===== config.mk =====
export PLATFORM = sky130hd
export DESIGN_NAME = ckc_clock_ctrl
export DESIGN_NICKNAME = d
export VERILOG_FILES = /design/src/ckc_pkg.sv /design/src/ckc_sync3.sv /design/src/ckc_pclk_slot.sv /design/src/ckc_clock_ctrl.sv
export VERILOG_INCLUDE_DIRS = /design/src
export SDC_FILE = /design/constraint.sdc
export NUM_CORES = 1
export LEC_CHECK = 0
export BUFFER_PORTS_ARGS = -buffer_cell sky130_fd_sc_hd__buf_2
export CAP_MARGIN = 20
export CORE_MARGIN = 8
export CORE_UTILIZATION = 30
export DETAILED_ROUTE_END_ITERATION = 6
export SYNTH_ARGS = -nofsm -noshare
export SYNTH_HDL_FRONTEND = slang
export SYNTH_SLANG_ARGS = --single-unit

===== constraint.sdc =====
create_clock -name clk_in -period 1.9 [get_ports clk_in]
set_input_delay 0.285 -clock clk_in [delete_from_list [all_inputs] [get_ports clk_in]]
set_output_delay 0.285 -clock clk_in [all_outputs]
set_load 0.005 [all_outputs]

===== src/ckc_consts.svh =====
// Constants for the clock source and PLL controller
`ifndef CKC_CONSTS_SVH
`define CKC_CONSTS_SVH

`define CKC_CLK_NS 50
`define CKC_GATE_NS 200
`define CKC_GATE_CYC ((`CKC_GATE_NS + `CKC_CLK_NS - 1) / `CKC_CLK_NS)
`define CKC_CNT_W 3

`define CKC_N_W 8
`define CKC_M_W 15
`define CKC_N_MAX 256
`define CKC_M_MAX 32768

`define CKC_CPU_DIV_W 8
`define CKC_USB_DIV_W 4
`define CKC_CPU_DIV_RST 8'h00
`define CKC_USB_DIV_RST 4'h0
`define CKC_PCLK_W 2
`define CKC_PCLK_RST 2'h0
`define CKC_NUM_PERIPH 8

`endif


===== src/ckc_pkg.sv =====
// Types shared by the clock source and PLL controller
package ckc_pkg;
  `include "ckc_consts.svh"

  typedef enum logic [1:0] {
    SRC_IRC = 2'h0,
    SRC_MAIN = 2'h1,
    SRC_RTC = 2'h2
  } ckc_src_t;

  typedef enum logic [1:0] {
    WDT_IRC = 2'h0,
    WDT_RTC = 2'h1,
    WDT_APB = 2'h2
  } ckc_wdt_src_t;

  typedef enum logic [2:0] {
    OUT_CPU = 3'h0,
    OUT_IRC = 3'h1,
    OUT_MAIN = 3'h2,
    OUT_RTC = 3'h3,
    OUT_USB = 3'h4
  } ckc_out_src_t;

  typedef enum logic [3:0] {
    ST_IDLE = 4'h1,
    ST_GATE = 4'h2,
    ST_SWAP = 4'h4,
    ST_RESUME = 4'h8
  } ckc_state_t;

  // Dividers are stored as value minus one
  typedef struct packed {
    logic [`CKC_N_W-1:0] n_m1;
    logic [`CKC_M_W-1:0] m_m1;
  } ckc_pll_cfg_t;

  typedef struct packed {
    logic power;
    logic connect;
    ckc_pll_cfg_t cfg;
  } ckc_pll_ctrl_t;
endpackage


===== src/ckc_sync3.sv =====
// Three-stage synchroniser that accepts a change once stages two and three agree
`timescale 1ns/1ps
module ckc_sync3
  import ckc_pkg::*;
(
  input wire logic clk_in,
  input wire logic srst_in,
  input wire logic async_in,
  output logic level_out
);
  logic s1;
  logic s2;
  logic s3;
  logic level;
  logic next_level;

  always_comb
  begin
    next_level = level;
    if (s2 == s3)
    begin
      next_level = s3;
    end
  end

  always_ff @(posedge clk_in)
  begin
    if (srst_in)
    begin
      s1 <= 1'b0;
      s2 <= 1'b0;
      s3 <= 1'b0;
      level <= 1'b0;
    end
    else
    begin
      s1 <= async_in;
      s2 <= s1;
      s3 <= s2;
      level <= next_level;
    end
  end

  assign level_out = level;
endmodule


===== src/ckc_pclk_slot.sv =====
// One peripheral clock select slot
`timescale 1ns/1ps
module ckc_pclk_slot
  import ckc_pkg::*;
#(
  parameter int IDX = 0,
  parameter int IDX_W = 3
)
(
  input wire logic clk_in,
  input wire logic srst_in,
  input wire logic wr_in,
  input wire logic [IDX_W-1:0] idx_in,
  input wire logic [`CKC_PCLK_W-1:0] sel_in,
  output logic [`CKC_PCLK_W-1:0] sel_out
);
  logic [`CKC_PCLK_W-1:0] sel;
  logic [`CKC_PCLK_W-1:0] next_sel;

  always_comb
  begin
    next_sel = sel;
    if (wr_in && (idx_in == IDX_W'(IDX)))
    begin
      next_sel = sel_in;
    end
  end

  always_ff @(posedge clk_in)
  begin
    if (srst_in)
    begin
      sel <= `CKC_PCLK_RST;
    end
    else
    begin
      sel <= next_sel;
    end
  end

  assign sel_out = sel;
endmodule


===== src/ckc_clock_ctrl.sv =====
// Clock source selection and PLL control
// Notes on behaviour
// - Reset selects internal RC oscillator as source
// - Software picks any of three oscillators
// - Pre-divider N ranges 1 to 256
// - Feedback divider M ranges 1 to 32768
// - Reset and power-down turn PLL off, bypassed
// - Configure, enable, await lock, then connect
// - CPU clock equals input unless PLL connected
// - USB PLL fed by main oscillator only
// - USB PLL off at reset; main PLL feeds USB
// - USB PLL output has even duty cycle
// - Watchdog clock from RC, RTC or APB
// - Each peripheral clock chosen independently
// - Clock output routes one of five clocks
// - RTC oscillator may drive PLL and CPU
// - Main oscillator usable with or without PLL
// - Deep-sleep disconnects PLL, clears CPU and USB dividers
`timescale 1ns/1ps
module ckc_clock_ctrl
  import ckc_pkg::*;
#(
  parameter int NUM_PERIPH = `CKC_NUM_PERIPH,
  parameter int IDX_W = 3
)
(
  input wire logic clk_in,
  input wire logic srst_in,
  input wire logic src_sel_wr_in,
  input wire ckc_src_t src_sel_in,
  input wire logic pll_cfg_wr_in,
  input wire ckc_pll_cfg_t pll_cfg_in,
  input wire logic pll_enable_wr_in,
  input wire logic pll_enable_in,
  input wire logic pll_connect_wr_in,
  input wire logic pll_connect_in,
  input wire logic main_pll_lock_in,
  input wire logic usb_pll_enable_wr_in,
  input wire logic usb_pll_enable_in,
  input wire logic usb_pll_lock_in,
  input wire logic div_wr_in,
  input wire logic [`CKC_CPU_DIV_W-1:0] cpu_div_in,
  input wire logic [`CKC_USB_DIV_W-1:0] usb_div_in,
  input wire logic wdt_sel_wr_in,
  input wire ckc_wdt_src_t wdt_sel_in,
  input wire logic pclk_wr_in,
  input wire logic [IDX_W-1:0] pclk_idx_in,
  input wire logic [`CKC_PCLK_W-1:0] pclk_sel_in,
  input wire logic clkout_sel_wr_in,
  input wire ckc_out_src_t clkout_sel_in,
  input wire logic power_down_entry_in,
  input wire logic deep_sleep_entry_in,
  output ckc_src_t pll_src_sel_out,
  output ckc_pll_ctrl_t main_pll_ctrl_out,
  output logic main_pll_locked_out,
  output logic cpu_clk_gate_out,
  output logic cpu_switch_busy_out,
  output logic [`CKC_CPU_DIV_W-1:0] cpu_div_out,
  output logic [`CKC_USB_DIV_W-1:0] usb_div_out,
  output logic usb_pll_power_out,
  output logic usb_clk_from_usb_pll_out,
  output logic usb_clk_gate_out,
  output ckc_wdt_src_t wdt_sel_out,
  output logic [NUM_PERIPH*`CKC_PCLK_W-1:0] pclk_sel_out,
  output ckc_out_src_t clkout_sel_out
);
  localparam logic [`CKC_CNT_W-1:0] GATE_LAST = `CKC_CNT_W'(`CKC_GATE_CYC - 1);

  logic main_lock_sync;
  logic usb_lock_sync;
  logic force_off;

  // Configuration group
  logic pll_power;
  logic next_pll_power;
  ckc_pll_cfg_t pll_cfg;
  ckc_pll_cfg_t next_pll_cfg;
  logic usb_power;
  logic next_usb_power;
  logic usb_locked;
  logic next_usb_locked;
  logic [`CKC_CPU_DIV_W-1:0] cpu_div;
  logic [`CKC_CPU_DIV_W-1:0] next_cpu_div;
  logic [`CKC_USB_DIV_W-1:0] usb_div;
  logic [`CKC_USB_DIV_W-1:0] next_usb_div;
  ckc_wdt_src_t wdt_sel;
  ckc_wdt_src_t next_wdt_sel;
  ckc_out_src_t clkout_sel;
  ckc_out_src_t next_clkout_sel;

  // Switch group
  ckc_state_t state;
  ckc_state_t next_state;
  logic [`CKC_CNT_W-1:0] cnt;
  logic [`CKC_CNT_W-1:0] next_cnt;
  logic gate;
  logic next_gate;
  ckc_src_t src;
  ckc_src_t next_src;
  ckc_src_t pend_src;
  ckc_src_t next_pend_src;
  logic conn;
  logic next_conn;
  logic pend_conn;
  logic next_pend_conn;

  // Lock indicators come from the analog PLLs, so they cross into this domain
  ckc_sync3 u_main_lock (
    .clk_in(clk_in),
    .srst_in(srst_in),
    .async_in(main_pll_lock_in),
    .level_out(main_lock_sync)
  );

  ckc_sync3 u_usb_lock (
    .clk_in(clk_in),
    .srst_in(srst_in),
    .async_in(usb_pll_lock_in),
    .level_out(usb_lock_sync)
  );

  genvar gi;
  generate
    for (gi = 0; gi < NUM_PERIPH; gi++)
    begin : g_pclk
      ckc_pclk_slot #(.IDX(gi), .IDX_W(IDX_W)) u_slot (
        .clk_in(clk_in),
        .srst_in(srst_in),
        .wr_in(pclk_wr_in),
        .idx_in(pclk_idx_in),
        .sel_in(pclk_sel_in),
        .sel_out(pclk_sel_out[gi*`CKC_PCLK_W +: `CKC_PCLK_W])
      );
    end
  endgenerate

  // Power-down does everything deep-sleep does
  assign force_off = power_down_entry_in | deep_sleep_entry_in;

  always_comb
  begin
    next_pll_power = pll_power;
    next_pll_cfg = pll_cfg;
    next_usb_power = usb_power;
    next_usb_locked = usb_power & usb_lock_sync;
    next_cpu_div = cpu_div;
    next_usb_div = usb_div;
    next_wdt_sel = wdt_sel;
    next_clkout_sel = clkout_sel;
    // Dividers are only taken while the PLL is off, so lock is never chased
    if (pll_cfg_wr_in && !pll_power)
    begin
      next_pll_cfg = pll_cfg_in;
    end
    if (pll_enable_wr_in)
    begin
      // Disabling is refused while connected or about to connect
      if (pll_enable_in || (!conn && !pend_conn))
      begin
        next_pll_power = pll_enable_in;
      end
    end
    if (usb_pll_enable_wr_in)
    begin
      next_usb_power = usb_pll_enable_in;
      next_usb_locked = 1'b0;
    end
    if (div_wr_in)
    begin
      next_cpu_div = cpu_div_in;
      next_usb_div = usb_div_in;
    end
    if (wdt_sel_wr_in)
    begin
      next_wdt_sel = wdt_sel_in;
    end
    if (clkout_sel_wr_in)
    begin
      next_clkout_sel = clkout_sel_in;
    end
    if (force_off)
    begin
      next_pll_power = 1'b0;
      next_cpu_div = `CKC_CPU_DIV_RST;
      next_usb_div = `CKC_USB_DIV_RST;
    end
  end

  always_ff @(posedge clk_in)
  begin
    if (srst_in)
    begin
      pll_power <= 1'b0;
      pll_cfg <= '0;
      usb_power <= 1'b0;
      usb_locked <= 1'b0;
      cpu_div <= `CKC_CPU_DIV_RST;
      usb_div <= `CKC_USB_DIV_RST;
      wdt_sel <= WDT_IRC;
      clkout_sel <= OUT_CPU;
    end
    else
    begin
      pll_power <= next_pll_power;
      pll_cfg <= next_pll_cfg;
      usb_power <= next_usb_power;
      usb_locked <= next_usb_locked;
      cpu_div <= next_cpu_div;
      usb_div <= next_usb_div;
      wdt_sel <= next_wdt_sel;
      clkout_sel <= next_clkout_sel;
    end
  end

  // Source or connection changes stop the CPU clock, swap, then restart it
  always_comb
  begin
    next_state = state;
    next_cnt = cnt;
    next_gate = gate;
    next_src = src;
    next_conn = conn;
    next_pend_src = pend_src;
    next_pend_conn = pend_conn;
    if (src_sel_wr_in)
    begin
      next_pend_src = src_sel_in;
    end
    if (pll_connect_wr_in)
    begin
      next_pend_conn = pll_connect_in & pll_power & main_lock_sync;
    end
    // Lost lock falls back to bypass; the PLL clock runs a few cycles more
    if (!main_lock_sync)
    begin
      next_pend_conn = 1'b0;
    end
    case (state)
      ST_IDLE:
      begin
        if ((pend_src != src) || (pend_conn != conn))
        begin
          next_state = ST_GATE;
          next_gate = 1'b0;
          next_cnt = '0;
        end
      end
      ST_GATE:
      begin
        next_cnt = cnt + `CKC_CNT_W'(1);
        if (cnt == GATE_LAST)
        begin
          next_state = ST_SWAP;
        end
      end
      ST_SWAP:
      begin
        next_src = pend_src;
        next_conn = pend_conn & pll_power;
        next_cnt = '0;
        next_state = ST_RESUME;
      end
      ST_RESUME:
      begin
        next_cnt = cnt + `CKC_CNT_W'(1);
        if (cnt == GATE_LAST)
        begin
          next_state = ST_IDLE;
          next_gate = 1'b1;
        end
      end
      default:
      begin
        next_state = ST_IDLE;
        next_gate = 1'b1;
        next_cnt = '0;
      end
    endcase
    // Clocks stop in these modes anyway, so no gating sequence is needed
    if (force_off)
    begin
      next_conn = 1'b0;
      next_pend_conn = 1'b0;
      next_state = ST_IDLE;
      next_gate = 1'b1;
      next_cnt = '0;
    end
  end

  always_ff @(posedge clk_in)
  begin
    if (srst_in)
    begin
      state <= ST_IDLE;
      cnt <= '0;
      gate <= 1'b1;
      src <= SRC_IRC;
      pend_src <= SRC_IRC;
      conn <= 1'b0;
      pend_conn <= 1'b0;
    end
    else
    begin
      state <= next_state;
      cnt <= next_cnt;
      gate <= next_gate;
      src <= next_src;
      pend_src <= next_pend_src;
      conn <= next_conn;
      pend_conn <= next_pend_conn;
    end
  end

  assign pll_src_sel_out = src;
  assign main_pll_ctrl_out = '{power: pll_power, connect: conn, cfg: pll_cfg};
  assign main_pll_locked_out = pll_power & main_lock_sync;
  assign cpu_clk_gate_out = gate;
  assign cpu_switch_busy_out = (state != ST_IDLE);
  assign cpu_div_out = cpu_div;
  assign usb_div_out = usb_div;
  assign usb_pll_power_out = usb_power;
  // Only the locked USB PLL output is used, which is the even-duty one
  assign usb_clk_from_usb_pll_out = usb_power;
  assign usb_clk_gate_out = ~usb_power | usb_locked;
  assign wdt_sel_out = wdt_sel;
  assign clkout_sel_out = clkout_sel;

  property p_reset_state;
    @(posedge clk_in) $past(srst_in) |-> (src == SRC_IRC) && !pll_power && !conn;
  endproperty
  a_reset_state: assert property (p_reset_state) else $error("reset state wrong");

  property p_cfg_store;
    @(posedge clk_in) disable iff (srst_in)
      pll_cfg_wr_in && !pll_power |=> (pll_cfg == $past(pll_cfg_in));
  endproperty
  a_cfg_store: assert property (p_cfg_store) else $error("pll config not stored");

  property p_cfg_frozen;
    @(posedge clk_in) disable iff (srst_in) pll_power |=> $stable(pll_cfg);
  endproperty
  a_cfg_frozen: assert property (p_cfg_frozen) else $error("config changed while on");

  property p_no_conn_unlocked;
    @(posedge clk_in) disable iff (srst_in)
      pll_connect_wr_in && !(pll_power && main_lock_sync) |=> !pend_conn;
  endproperty
  a_no_conn_unlocked: assert property (p_no_conn_unlocked) else $error("connect taken");

  property p_bypass_when_off;
    @(posedge clk_in) disable iff (srst_in) !pll_power |-> !conn;
  endproperty
  a_bypass_when_off: assert property (p_bypass_when_off) else $error("connected while off");

  property p_gate_low_span;
    @(posedge clk_in) disable iff (srst_in || force_off) $fell(gate) |-> !gate [*8];
  endproperty
  a_gate_low_span: assert property (p_gate_low_span) else $error("gate reopened early");

  property p_swap_gated;
    @(posedge clk_in) disable iff (srst_in || force_off)
      (state == ST_SWAP) |=> !gate [*4] ##1 gate;
  endproperty
  a_swap_gated: assert property (p_swap_gated) else $error("swap timing wrong");

  property p_sleep_clear;
    @(posedge clk_in) disable iff (srst_in) deep_sleep_entry_in |=>
      (cpu_div == `CKC_CPU_DIV_RST) && (usb_div == `CKC_USB_DIV_RST) && !pll_power && !conn;
  endproperty
  a_sleep_clear: assert property (p_sleep_clear) else $error("deep-sleep not applied");

  property p_usb_gated;
    @(posedge clk_in) disable iff (srst_in) $rose(usb_power) |-> !usb_clk_gate_out;
  endproperty
  a_usb_gated: assert property (p_usb_gated) else $error("usb clock not gated");

  property p_usb_off_reset;
    @(posedge clk_in) $past(srst_in) |-> !usb_clk_from_usb_pll_out && usb_clk_gate_out;
  endproperty
  a_usb_off_reset: assert property (p_usb_off_reset) else $error("usb pll on after reset");
endmodule


# Yosys cells after proc, flatten, opt, wreduce, memory -nomap -nowiden
# Cells that the tools add are included.
# word_totals
output_inout_bits	66
word_cells	96
regBits	81
inputBits	65
# classes
bitwise	10
eq_ne	20
reduce_logical	24
n_addsub	1
mux	9
# op_table
operator	n
$pmux 4 s4	1
$eq 3x3->1 const B	4
$mux 4	3
$logic_and 1x1->1	10
$eq 3x2->1 const B	3
$reduce_or 2->1	4
$ne 2x2->1 const B	3
$pmux 3 s2	1
$reduce_and 3->1	2
$and 1x1->1	5
$eq 4x1->1 const B	1
$eq 4x2->1 const B	1
$eq 4x3->1 const B	1
$eq 4x4->1 const B	1
$ne 4x1->1 const B	1
$add 3x1->3 const B	1
$eq 3x1->1 const B	1
$logic_not 1->1	3
$logic_not 3->1	1
$mux 3	1
$not 1->1	3
$pmux 1 s3	1
$reduce_or 3->1	1
$eq 1x1->1	2
other kinds (6)	9

# Depth between registers and ports, before layout
# Gate-level depths: netlist of the first run.
# logic_depth
word_depth	4
depth_mapped	6

# Cells and area by module
# A second synthesis of the first run with hierarchy kept.
# unflattened
cells_unflattened	329
hier_area_um2	3180.6
# by_module_without_submodules
mod	seq_area_each_um2	area_per_inst_um2	instances	cells_per_inst
ckc_clock_ctrl	1141.1	2172.1	1	237
ckc_pclk_slot (g_pclk[1].u_slot ...)	40.0	97.6	3	9
ckc_pclk_slot (g_pclk[3].u_slot ...)	40.0	95.1	3	9
ckc_sync3	80.1	112.6	2	10
ckc_pclk_slot (g_pclk[0].u_slot)	40.0	108.9	1	9
ckc_pclk_slot (g_pclk[7].u_slot)	40.0	96.3	1	9

# Worst setup path before layout of the first run
# OpenSTA, ideal clock, no wires.
# synth_path
path_type	register to register
start	reg state[1]
end	reg state[2]
required_ps	1784
stages_incl_launch_ff	5
setup_ps	116
t_arrival_ps	1515
n_path_buf	0
slack_ps	270
path_cell_list	dfxtp_1 or4b_4 nor4_4 nor2_1 and3_1
# synth_via
elab_chain_len	3
elab_cells_between_ends	9
cone_classes	7 x eq/ne; 1 x mux; 1 x reduce/logical
# synth_rtl
item	line_no	source
start: declaration	ckc_clock_ctrl.sv:92	ckc_state_t state;
start signal: assignment	ckc_clock_ctrl.sv:304	state <= next_state;
$eq 4x2->1, or another cell as far along	ckc_clock_ctrl.sv:238	case (state)
$ne 2x2->1 (no source line)	n/a	
$reduce_and 3->1 (no source line)	n/a	
# Several ways; a longest one is shown, not always the timed one.
# A chain may end at the register's enable or synchronous reset.

# Worst setup path after layout of the first run
# layout_path
start	reg state[1]
end	out cpu_switch_busy_out
# layout_via
elab_chain_len	1
# layout_rtl
item	line_no	source
$ne 4x1->1	ckc_clock_ctrl.sv:318	assign cpu_switch_busy_out = (state != ST_IDLE);
end: declaration	ckc_clock_ctrl.sv:57	output logic cpu_switch_busy_out,
# No other way between the ends.

==> flow_summary.ini, run 1 <==
[synth]
synth_cells = 321
synth-seq-cells = 81
synth_flop_cell = dfxtp_1
synth_seq_area_share = 0.537
synth_area_um2 = 3020
ys_warn_count = 0
synth-edff-count = 0
synthArstFlopShare = 0
syn-mean-instance-area_um2 = 9.41
synth_cell_types = 34
synth_fp_nets = 389

[floorplanning]
placementRows = 36
die_w_um = 116
initial_utilization = 0.309
dieArea_um2 = 13500
io_pins = 131
die_h_um = 116
core_area_um2 = 9770

[layout]
antenna_cells = 0
syn_to_final_growth_pct = 30.7
nNetsFinal = 516
final_util = 0.404
fillers = 1018
final_area_um2 = 3950
drive_gt1_frac = 0.342
fin_cells = 586

[critical_path]
end_kind = output pin
worstPathRequired_ps = 1620
worstSetupPathType = flop to output pin
reg2reg_slack_ps = 140
r2r-end = state[2]
crit_start = state[1]
worstSetupStartpointType = flop
critPathMaxFanout = 7
arrival_ps = 1480
regToRegStartpoint = state[1]
r2r_cells = 4

[detailed_routing]
drtPass1Iterations = 4
vias = 2573
drc = 0
wl_per_cell_um = 13.5
wirelength_mm = 7.90
postRouteAntennaNets = 0
viasPerCell = 4.39
drt_iter0_markers = 72

[sta]
rsz0062_at_grt = no
clock.fmax_mhz = 567
finalMaxSlewViolations = 0
setup_tns_ps = 0
fin_skew_ps = 8.25
tightestPinTransition_ps = 793
timing.final.hold_violations = 0
slew_headroom = 0.470
period_share = 0.927
setup_violations = 0
fin_crit_ps = 1760

[cts]
postCtsHoldBufs = 0
cts_num_sinks = 81
cts-resized-gates = 0
clockRootBuffer = clkbuf_8
cts_buffers = 9
clk_latency_ps = 350
clkTransAtPathRegs_ps = 80
cts_buffer_depth = 2
postCtsSetupRepairBufs = 0
cts_tree = built
htreeDepth = 3

[outcome]
status = complete, no violations

[placed_design]
hpwl_mm = 6.03
place_congestion = 0.801
port_buffers = 130
place_inst = 570
placed_cell_area_um2 = 3780

[grt]
grt_pass1_wl_mm = 12.6
grt_pass1_vias = 2628
grtUsageTotal = 0.120
grt_max_degree = 59
overflow = 0
antenna_found_initial = 0

[worst_hold_path]
hold_class = input port to flop
hold_depth = 2
min_to = usb_locked
hold_start = usb_pll_enable_wr_in

[pwr]
vdd_ir_drop_max_uv = 361
power_density_nw_per_um2 = 802
p_leak_nw = 1.90

[job]
maxCapViolations = 0
## Yosys cell counts (all sizes together), types with 2 or more instances
cell type	n	area [um2]
a21oi	26	130
a22oi	2	15.0
and3	2	12.5
buf	5	37.5
clkbuf	14	52.6
dfxtp	81	1620
ha	3	37.5
inv	5	18.8
mux2i	39	390
nand2	53	199
nand2b	4	25.0
nand3	2	10.0
nand4b	3	26.3
nor2	44	165
nor2b	9	56.3
nor3	6	30.0
nor3b	4	30.0
nor4	2	27.5
o21ai	4	20.0
or3	2	13.8
xor2	2	17.5
## stage by stage
| step | setup slack [ps] | hold WS, ps | total power [mW] |
|---|---|---|---|
| 4_1_cts | 110 | 90.3 | 3.23 |
| 3_5_place_dp | 151 | 420 | 2.14 |
| 6_report | 138 | 115 | 3.17 |
| 2_1_floorplan | 270 | 362 | 1.98 |
| 5_1_grt | 5.35 | 92.3 | 3.35 |
| 3_3_place_gp | 199 | 429 | 2.13 |
## registers in the layout, indices dropped and copies added (netlist names), 2 cells and up
name	cells
main_pll_ctrl_out	23
g_pclk.u_slot.sel_out	16
cpu_div_out	8
state	4
usb_div_out	4
clkout_sel_out	3
cnt	3
pend_src	2
pll_src_sel_out	2
wdt_sel_out	2
## layer usage
metal  up-vias  global-route usage  wire [um]
met1      1168               0.133       3360
met5         -                   0          0
met3         9              0.0517        594
li1       1326                   -          -
met2        70               0.195       3830
met4         0              0.0553        119
## report_power, final
group	internal, mW	total, mW	switching [mW]
sequential	1.75	1.78	0.0295
combinational	0.151	0.309	0.159
clock	0.465	1.07	0.608
## layout make-up
type	count	area [um2]	share of cell area
Sequential cell	81	1620	0.411
Multi-Input combinational cell	216	1290	0.327
Timing Repair Buffer	135	688	0.174
Tap cell	133	166	0.0422
Clock buffer	10	128	0.0323
Clock inverter	6	35.0	0.00887
Inverter	5	18.8	0.00475
## worst max-delay path: stages (launching register included)
cell and delay [ps]:
dfxtp_1 380, or4b_4 600, buf_2 160
## how the worst max path moves through the flow
stage	endpoint	slack [ps]	cells past startpoint
4_1_cts	cpu_switch_busy_out	110	2
6_report	cpu_switch_busy_out	140	2
2_1_floorplan	state[2]	270	4
3_5_place_dp	cpu_clk_gate_out	150	6
3_3_place_gp	state[2]	200	4
5_1_grt	cpu_clk_gate_out	5	6
## cells by family after synthesis
kind of cell               after synthesis  share of synthesized area
xor gates and xnor gates                 3                    0.00870
adders and majority gates                3                     0.0124
muxes                                   39                      0.129
and+or+nand+nor                        135                      0.209
AOI/OAI and AO/OA                       36                     0.0679
DFF                                     81                      0.537
buffers and inverters                   24                     0.0360
## placed cells by master (no fill, tap or decap), types with 5 or more instances in the layout
cell type,netlist,final
a21oi_1,26,26
buf_2,0,130
buf_4,3,5
clkbuf_8,0,9
dfxtp_1,81,81
inv_1,5,5
mux2i_1,39,39
nand2_1,53,53
nor2_1,44,44
nor2b_1,9,9
nor3_1,6,6
No activity file was read; power rests on OpenSTA's default activity.
==> run 2: changes to the inputs <==
--- a/config.mk
+++ b/config.mk
@@ -8,7 +8,7 @@
 export LEC_CHECK = 0
 export BUFFER_PORTS_ARGS = -buffer_cell sky130_fd_sc_hd__buf_2
 export CAP_MARGIN = 20
-export CORE_MARGIN = 8
+export CORE_MARGIN = 2
 export CORE_UTILIZATION = 30
 export DETAILED_ROUTE_END_ITERATION = 6
 export SYNTH_ARGS = -nofsm -noshare
==> flow_summary.ini, run 2 (synthesis results as in run 1) <==
[floorplanning]
core_area_um2 = 9770
io_pins = 131
die_h_um = 104
placementRows = 36
die_w_um = 104
initial_utilization = 0.309
dieArea_um2 = 10900

[critical_path]
arrival_ps = 2040
worstSetupPathType = flop to flop
worstSetupStartpointType = flop
end_kind = flop
worstPathRequired_ps = 2140
critPathMaxFanout = 7

[detailed_routing]
drc = 0
viasPerCell = 4.47
drtPass1Iterations = 6
wirelength_mm = 7.24
vias = 2623
postRouteAntennaNets = 0
wl_per_cell_um = 12.3
drt_iter0_markers = 106

[pwr]
clockPowerShare = 0.369
p_sw_mw = 0.807
comb_power_share = 0.093
p_int_mw = 2.51
p_leak_nw = 1.91
p_seq_frac = 0.537
vdd_ir_drop_max_uv = 424
power_density_nw_per_um2 = 834
total_power_mw = 3.32
sw_frac_of_total = 0.243

[sta]
rsz0062_at_grt = no
tightestPinTransition_ps = 437
fin_crit_ps = 1800
setup_tns_ps = 0
finalMaxSlewViolations = 0
period_share = 0.946
fin_skew_ps = 11.5
slew_headroom = 0.705
timing.final.hold_violations = 0
setup_violations = 0
clock.fmax_mhz = 557

[grt]
overflow = 0
grt_pass1_wl_mm = 12.0
met2_usage = 0.236
grt_max_degree = 43
grt_util_met3 = 0.0357
antenna_found_initial = 0
grtUsageTotal = 0.135
grt_pass1_vias = 2565
grt_use_met1 = 0.153
top_usage_layer = met2

[layout]
multi_input_area_um2 = 1290
nNetsFinal = 517
antenna_cells = 0
final_common_cell = buf_2
seq_area_um2 = 1620
largest_reg_flops = 23
final_area_um2 = 3980
syn_to_final_growth_pct = 31.8
final_util = 0.407
mostFrequentLayoutCells = 130 x buf_2, 81 x dfxtp_1, 53 x nand2_1, 44 x nor2_1, 39 x mux2i_1
drive_gt1_frac = 0.341
fin_cells = 587
fillers = 1022

[placed_design]
placed_cell_area_um2 = 3790
port_buffers = 130
place_congestion = 0.730
hpwl_mm = 5.30
place_inst = 571

[worst_hold_path]
hold_class = input port to flop

[job]
maxCapViolations = 0

[cts]
postCtsHoldBufs = 0
postCtsSetupRepairBufs = 0
clkTransAtPathRegs_ps = 90
cts_tree = built
cts_buffer_depth = 2
cts_num_sinks = 81
htreeDepth = 3
clk_latency_ps = 340
cts-resized-gates = 0
cts_buffers = 9
clockRootBuffer = clkbuf_8

[outcome]
status = complete, no violations
==> run 2: cell types whose count changed in the layout (fill, tap and decap cells not counted) <==
cell,change
clkinv_2,-2
buf_4,+1
bufinv_16,+1
clkbuf_1,+1
clkinv_4,+1
clkinvlp_4,-1
==> run 2: worst paths after layout <==
kind,startpoint,endpoint,slack [ps],depth (start not counted)
max,state[0],state[2],100,4
min,usb_pll_enable_wr_in,usb_locked,130,2
max reg2reg,state[0],state[2],100,4
min reg2reg,u_main_lock.s1,u_main_lock.s2,440,1
==> run 2: critical path, cell delays in order (launching register included) <==
cell     delay, ps
dfxtp_1        450
or4b_4         540
nor4_4         420
nor2_1          90
and3_1         180
==> run 2: area by class of cell <==
| class | instances | area share |
|---|---|---|
| Timing Repair Buffer | 136 | 0.175 |
| Tap cell | 133 | 0.0418 |
| Sequential cell | 81 | 0.407 |
| Clock inverter | 5 | 0.0141 |
| Inverter | 5 | 0.00472 |
| Clock buffer | 11 | 0.0330 |
| Multi-Input combinational cell | 216 | 0.324 |
==> run 2: per-layer routing <==
| metal | part of all wire | up-vias |
|---|---|---|
| li1 | - | 1327 |
| met1 | 0.44 | 1220 |
| met2 | 0.51 | 70 |
| met3 | 0.046 | 6 |
| met4 | 0.011 | 0 |
| met5 | 0 | - |
==> run 2: power groups by stage <==
stage	combinational [mW]	clock [mW]	sequential, mW
final	0.309	1.23	1.78
after floorplan	0.154	0	1.83
after detailed placement	0.314	0	1.82
after global routing	0.345	1.35	1.79
after global placement	0.310	0	1.82
after CTS	0.315	1.27	1.78
==> run 2: stage by stage <==
step                      hold slack (ps)  worst slack, ps
final                                 128              103
after CTS                             101             95.0
after global routing                  114             5.21
after floorplan                       362              270
after detailed placement              424              127
after global placement                424              191
==> run 3: changes to the inputs <==
--- a/config.mk
+++ b/config.mk
@@ -6,11 +6,12 @@
 export SDC_FILE = /design/constraint.sdc
 export NUM_CORES = 1
 export LEC_CHECK = 0
-export BUFFER_PORTS_ARGS = -buffer_cell sky130_fd_sc_hd__buf_2
+export BUFFER_PORTS_ARGS = -buffer_cell sky130_fd_sc_hd__clkbuf_2
 export CAP_MARGIN = 20
 export CORE_MARGIN = 2
-export CORE_UTILIZATION = 30
+export CORE_UTILIZATION = 46
 export DETAILED_ROUTE_END_ITERATION = 6
+export PLACE_DENSITY = 0.78
 export SYNTH_ARGS = -nofsm -noshare
 export SYNTH_HDL_FRONTEND = slang
 export SYNTH_SLANG_ARGS = --single-unit
==> flow_summary.ini, run 3 (synthesis results as in run 1) <==
[sta]
timing.final.hold_violations = 0
setup_tns_ps = 0
fin_skew_ps = 11.9
period_share = 0.943
clock.fmax_mhz = 558
worst_hold_slack_ps = 124
finalMaxSlewViolations = 0
setup_violations = 0
rsz0062_at_grt = no
fin_crit_ps = 1790
tightestPinTransition_ps = 592
slew_headroom = 0.605

[critical_path]
timing.critical_path.slowest_cell_delay_ps = 600
worstSetupPathType = flop to flop
regToRegStartpoint = state[1]
reg2reg_slack_ps = 110
critPathMaxFanout = 7
arrival_ps = 2020
r2r-end = state[2]
crit_cells = 4
crit_path_top_delay_cell = or4b_4
crit_start = state[1]
r2r_cells = 4
cpLargestDelayFamily = simple AND/OR/NAND/NOR gates
end_kind = flop
crit_path_end = state[2]
worstPathRequired_ps = 2130
worstSetupStartpointType = flop
crit_chain = or4b_4 -> nor4_4 -> nor2_1 -> and3_1
cp.buffers_inverters = 0

[cts]
cts-resized-gates = 0
cts_num_sinks = 81
postCtsSetupRepairBufs = 0
clockRootBuffer = clkbuf_8
cts_buffer_depth = 2
clk_latency_ps = 340
htreeDepth = 3
cts_tree = built
cts_buffers = 9
postCtsHoldBufs = 0
clkTransAtPathRegs_ps = 90

[worst_hold_path]
hold_start = usb_pll_enable_wr_in
hold_class = input port to flop

[layout]
final_common_cell = clkbuf_2
seq_area_um2 = 1620
mostFrequentLayoutCells = 130 x clkbuf_2, 81 x dfxtp_1, 53 x nand2_1, 44 x nor2_1, 39 x mux2i_1
drive_gt1_frac = 0.341
multi_input_area_um2 = 1290
antenna_cells = 0
largest_reg_flops = 23
nNetsFinal = 515
fillers = 568
syn_to_final_growth_pct = 28.1
fin_cells = 529

[outcome]
status = complete, no violations

[grt]
overflow = 0
grt_max_degree = 60
antenna_found_initial = 0
grtUsageTotal = 0.182
grt_pass1_wl_mm = 10.5
grt_pass1_vias = 2392

[detailed_routing]
viasPerCell = 4.87
postRouteAntennaNets = 0
drc = 0
vias = 2578
drtPass1Iterations = 4
wl_per_cell_um = 12.5
wirelength_mm = 6.61
drt_iter0_markers = 78

[pwr]
vdd_ir_drop_max_uv = 448
p_leak_nw = 1.86
power_density_nw_per_um2 = 813
total_power_mw = 3.15

[placed_design]
hpwl_mm = 4.95
port_buffers = 130
place_inst = 513
place_congestion = 0.860

[floorplanning]
placementRows = 29
io_pins = 131
core_area_um2 = 6350
dieArea_um2 = 7230
initial_utilization = 0.476
die_w_um = 85.0
die_h_um = 85.0

[job]
maxCapViolations = 0
run 3: cell count changes in the layout (fill, tap and decap cells not counted), moves of 2 or more:
cell	previous run	this run
clkbuf_2	0	130
clkinv_2	2	4
buf_2	130	0
buf_4	6	4
run 3: cell type report:
cell class              count  area share
flip-flops and latches     81       0.419
multi-input cells         216       0.333
repair buffers            134       0.176
clock buffers              10      0.0330
well taps                  77      0.0249
clock inverters             6     0.00905
inverters                   5     0.00485
run 3: routing by layer:
layer	vias up	GRT usage	routed length [um]
li1	1318	-	-
met1	1189	0.214	2840
met2	63	0.317	3340
met3	8	0.0409	322
met4	0	0.0779	110
met5	-	0	0
run 3: worst register-to-register path: stages, from the launching register on:
cell and delay, ps:
dfxtp_1 370, or4b_4 600, nor4_4 440, nor2_1 90, and3_1 170
run 3: how the worst min path moves through the flow:
stage                     endpoint  slack [ps]  cells past startpoint
floorplan               usb_locked         360                      1
global placement    u_main_lock.s2         420                      1
detailed placement   u_usb_lock.s2         430                      1
CTS                     usb_locked         110                      2
global route            usb_locked         110                      2
finish                  usb_locked         120                      2
run 3: through the flow:
stage	area (um2)	util	worst slack (ps)
floorplan	3020	-	270
global placement	3710	0.584	183
detailed placement	3710	0.584	140
CTS	3870	0.609	112
global route	3870	0.609	2.70
finish	3870	0.609	109
run 3: power by group:
group	total, mW	internal, mW	switching [mW]
clock	1.06	0.465	0.593
sequential	1.79	1.75	0.0322
combinational	0.302	0.150	0.153
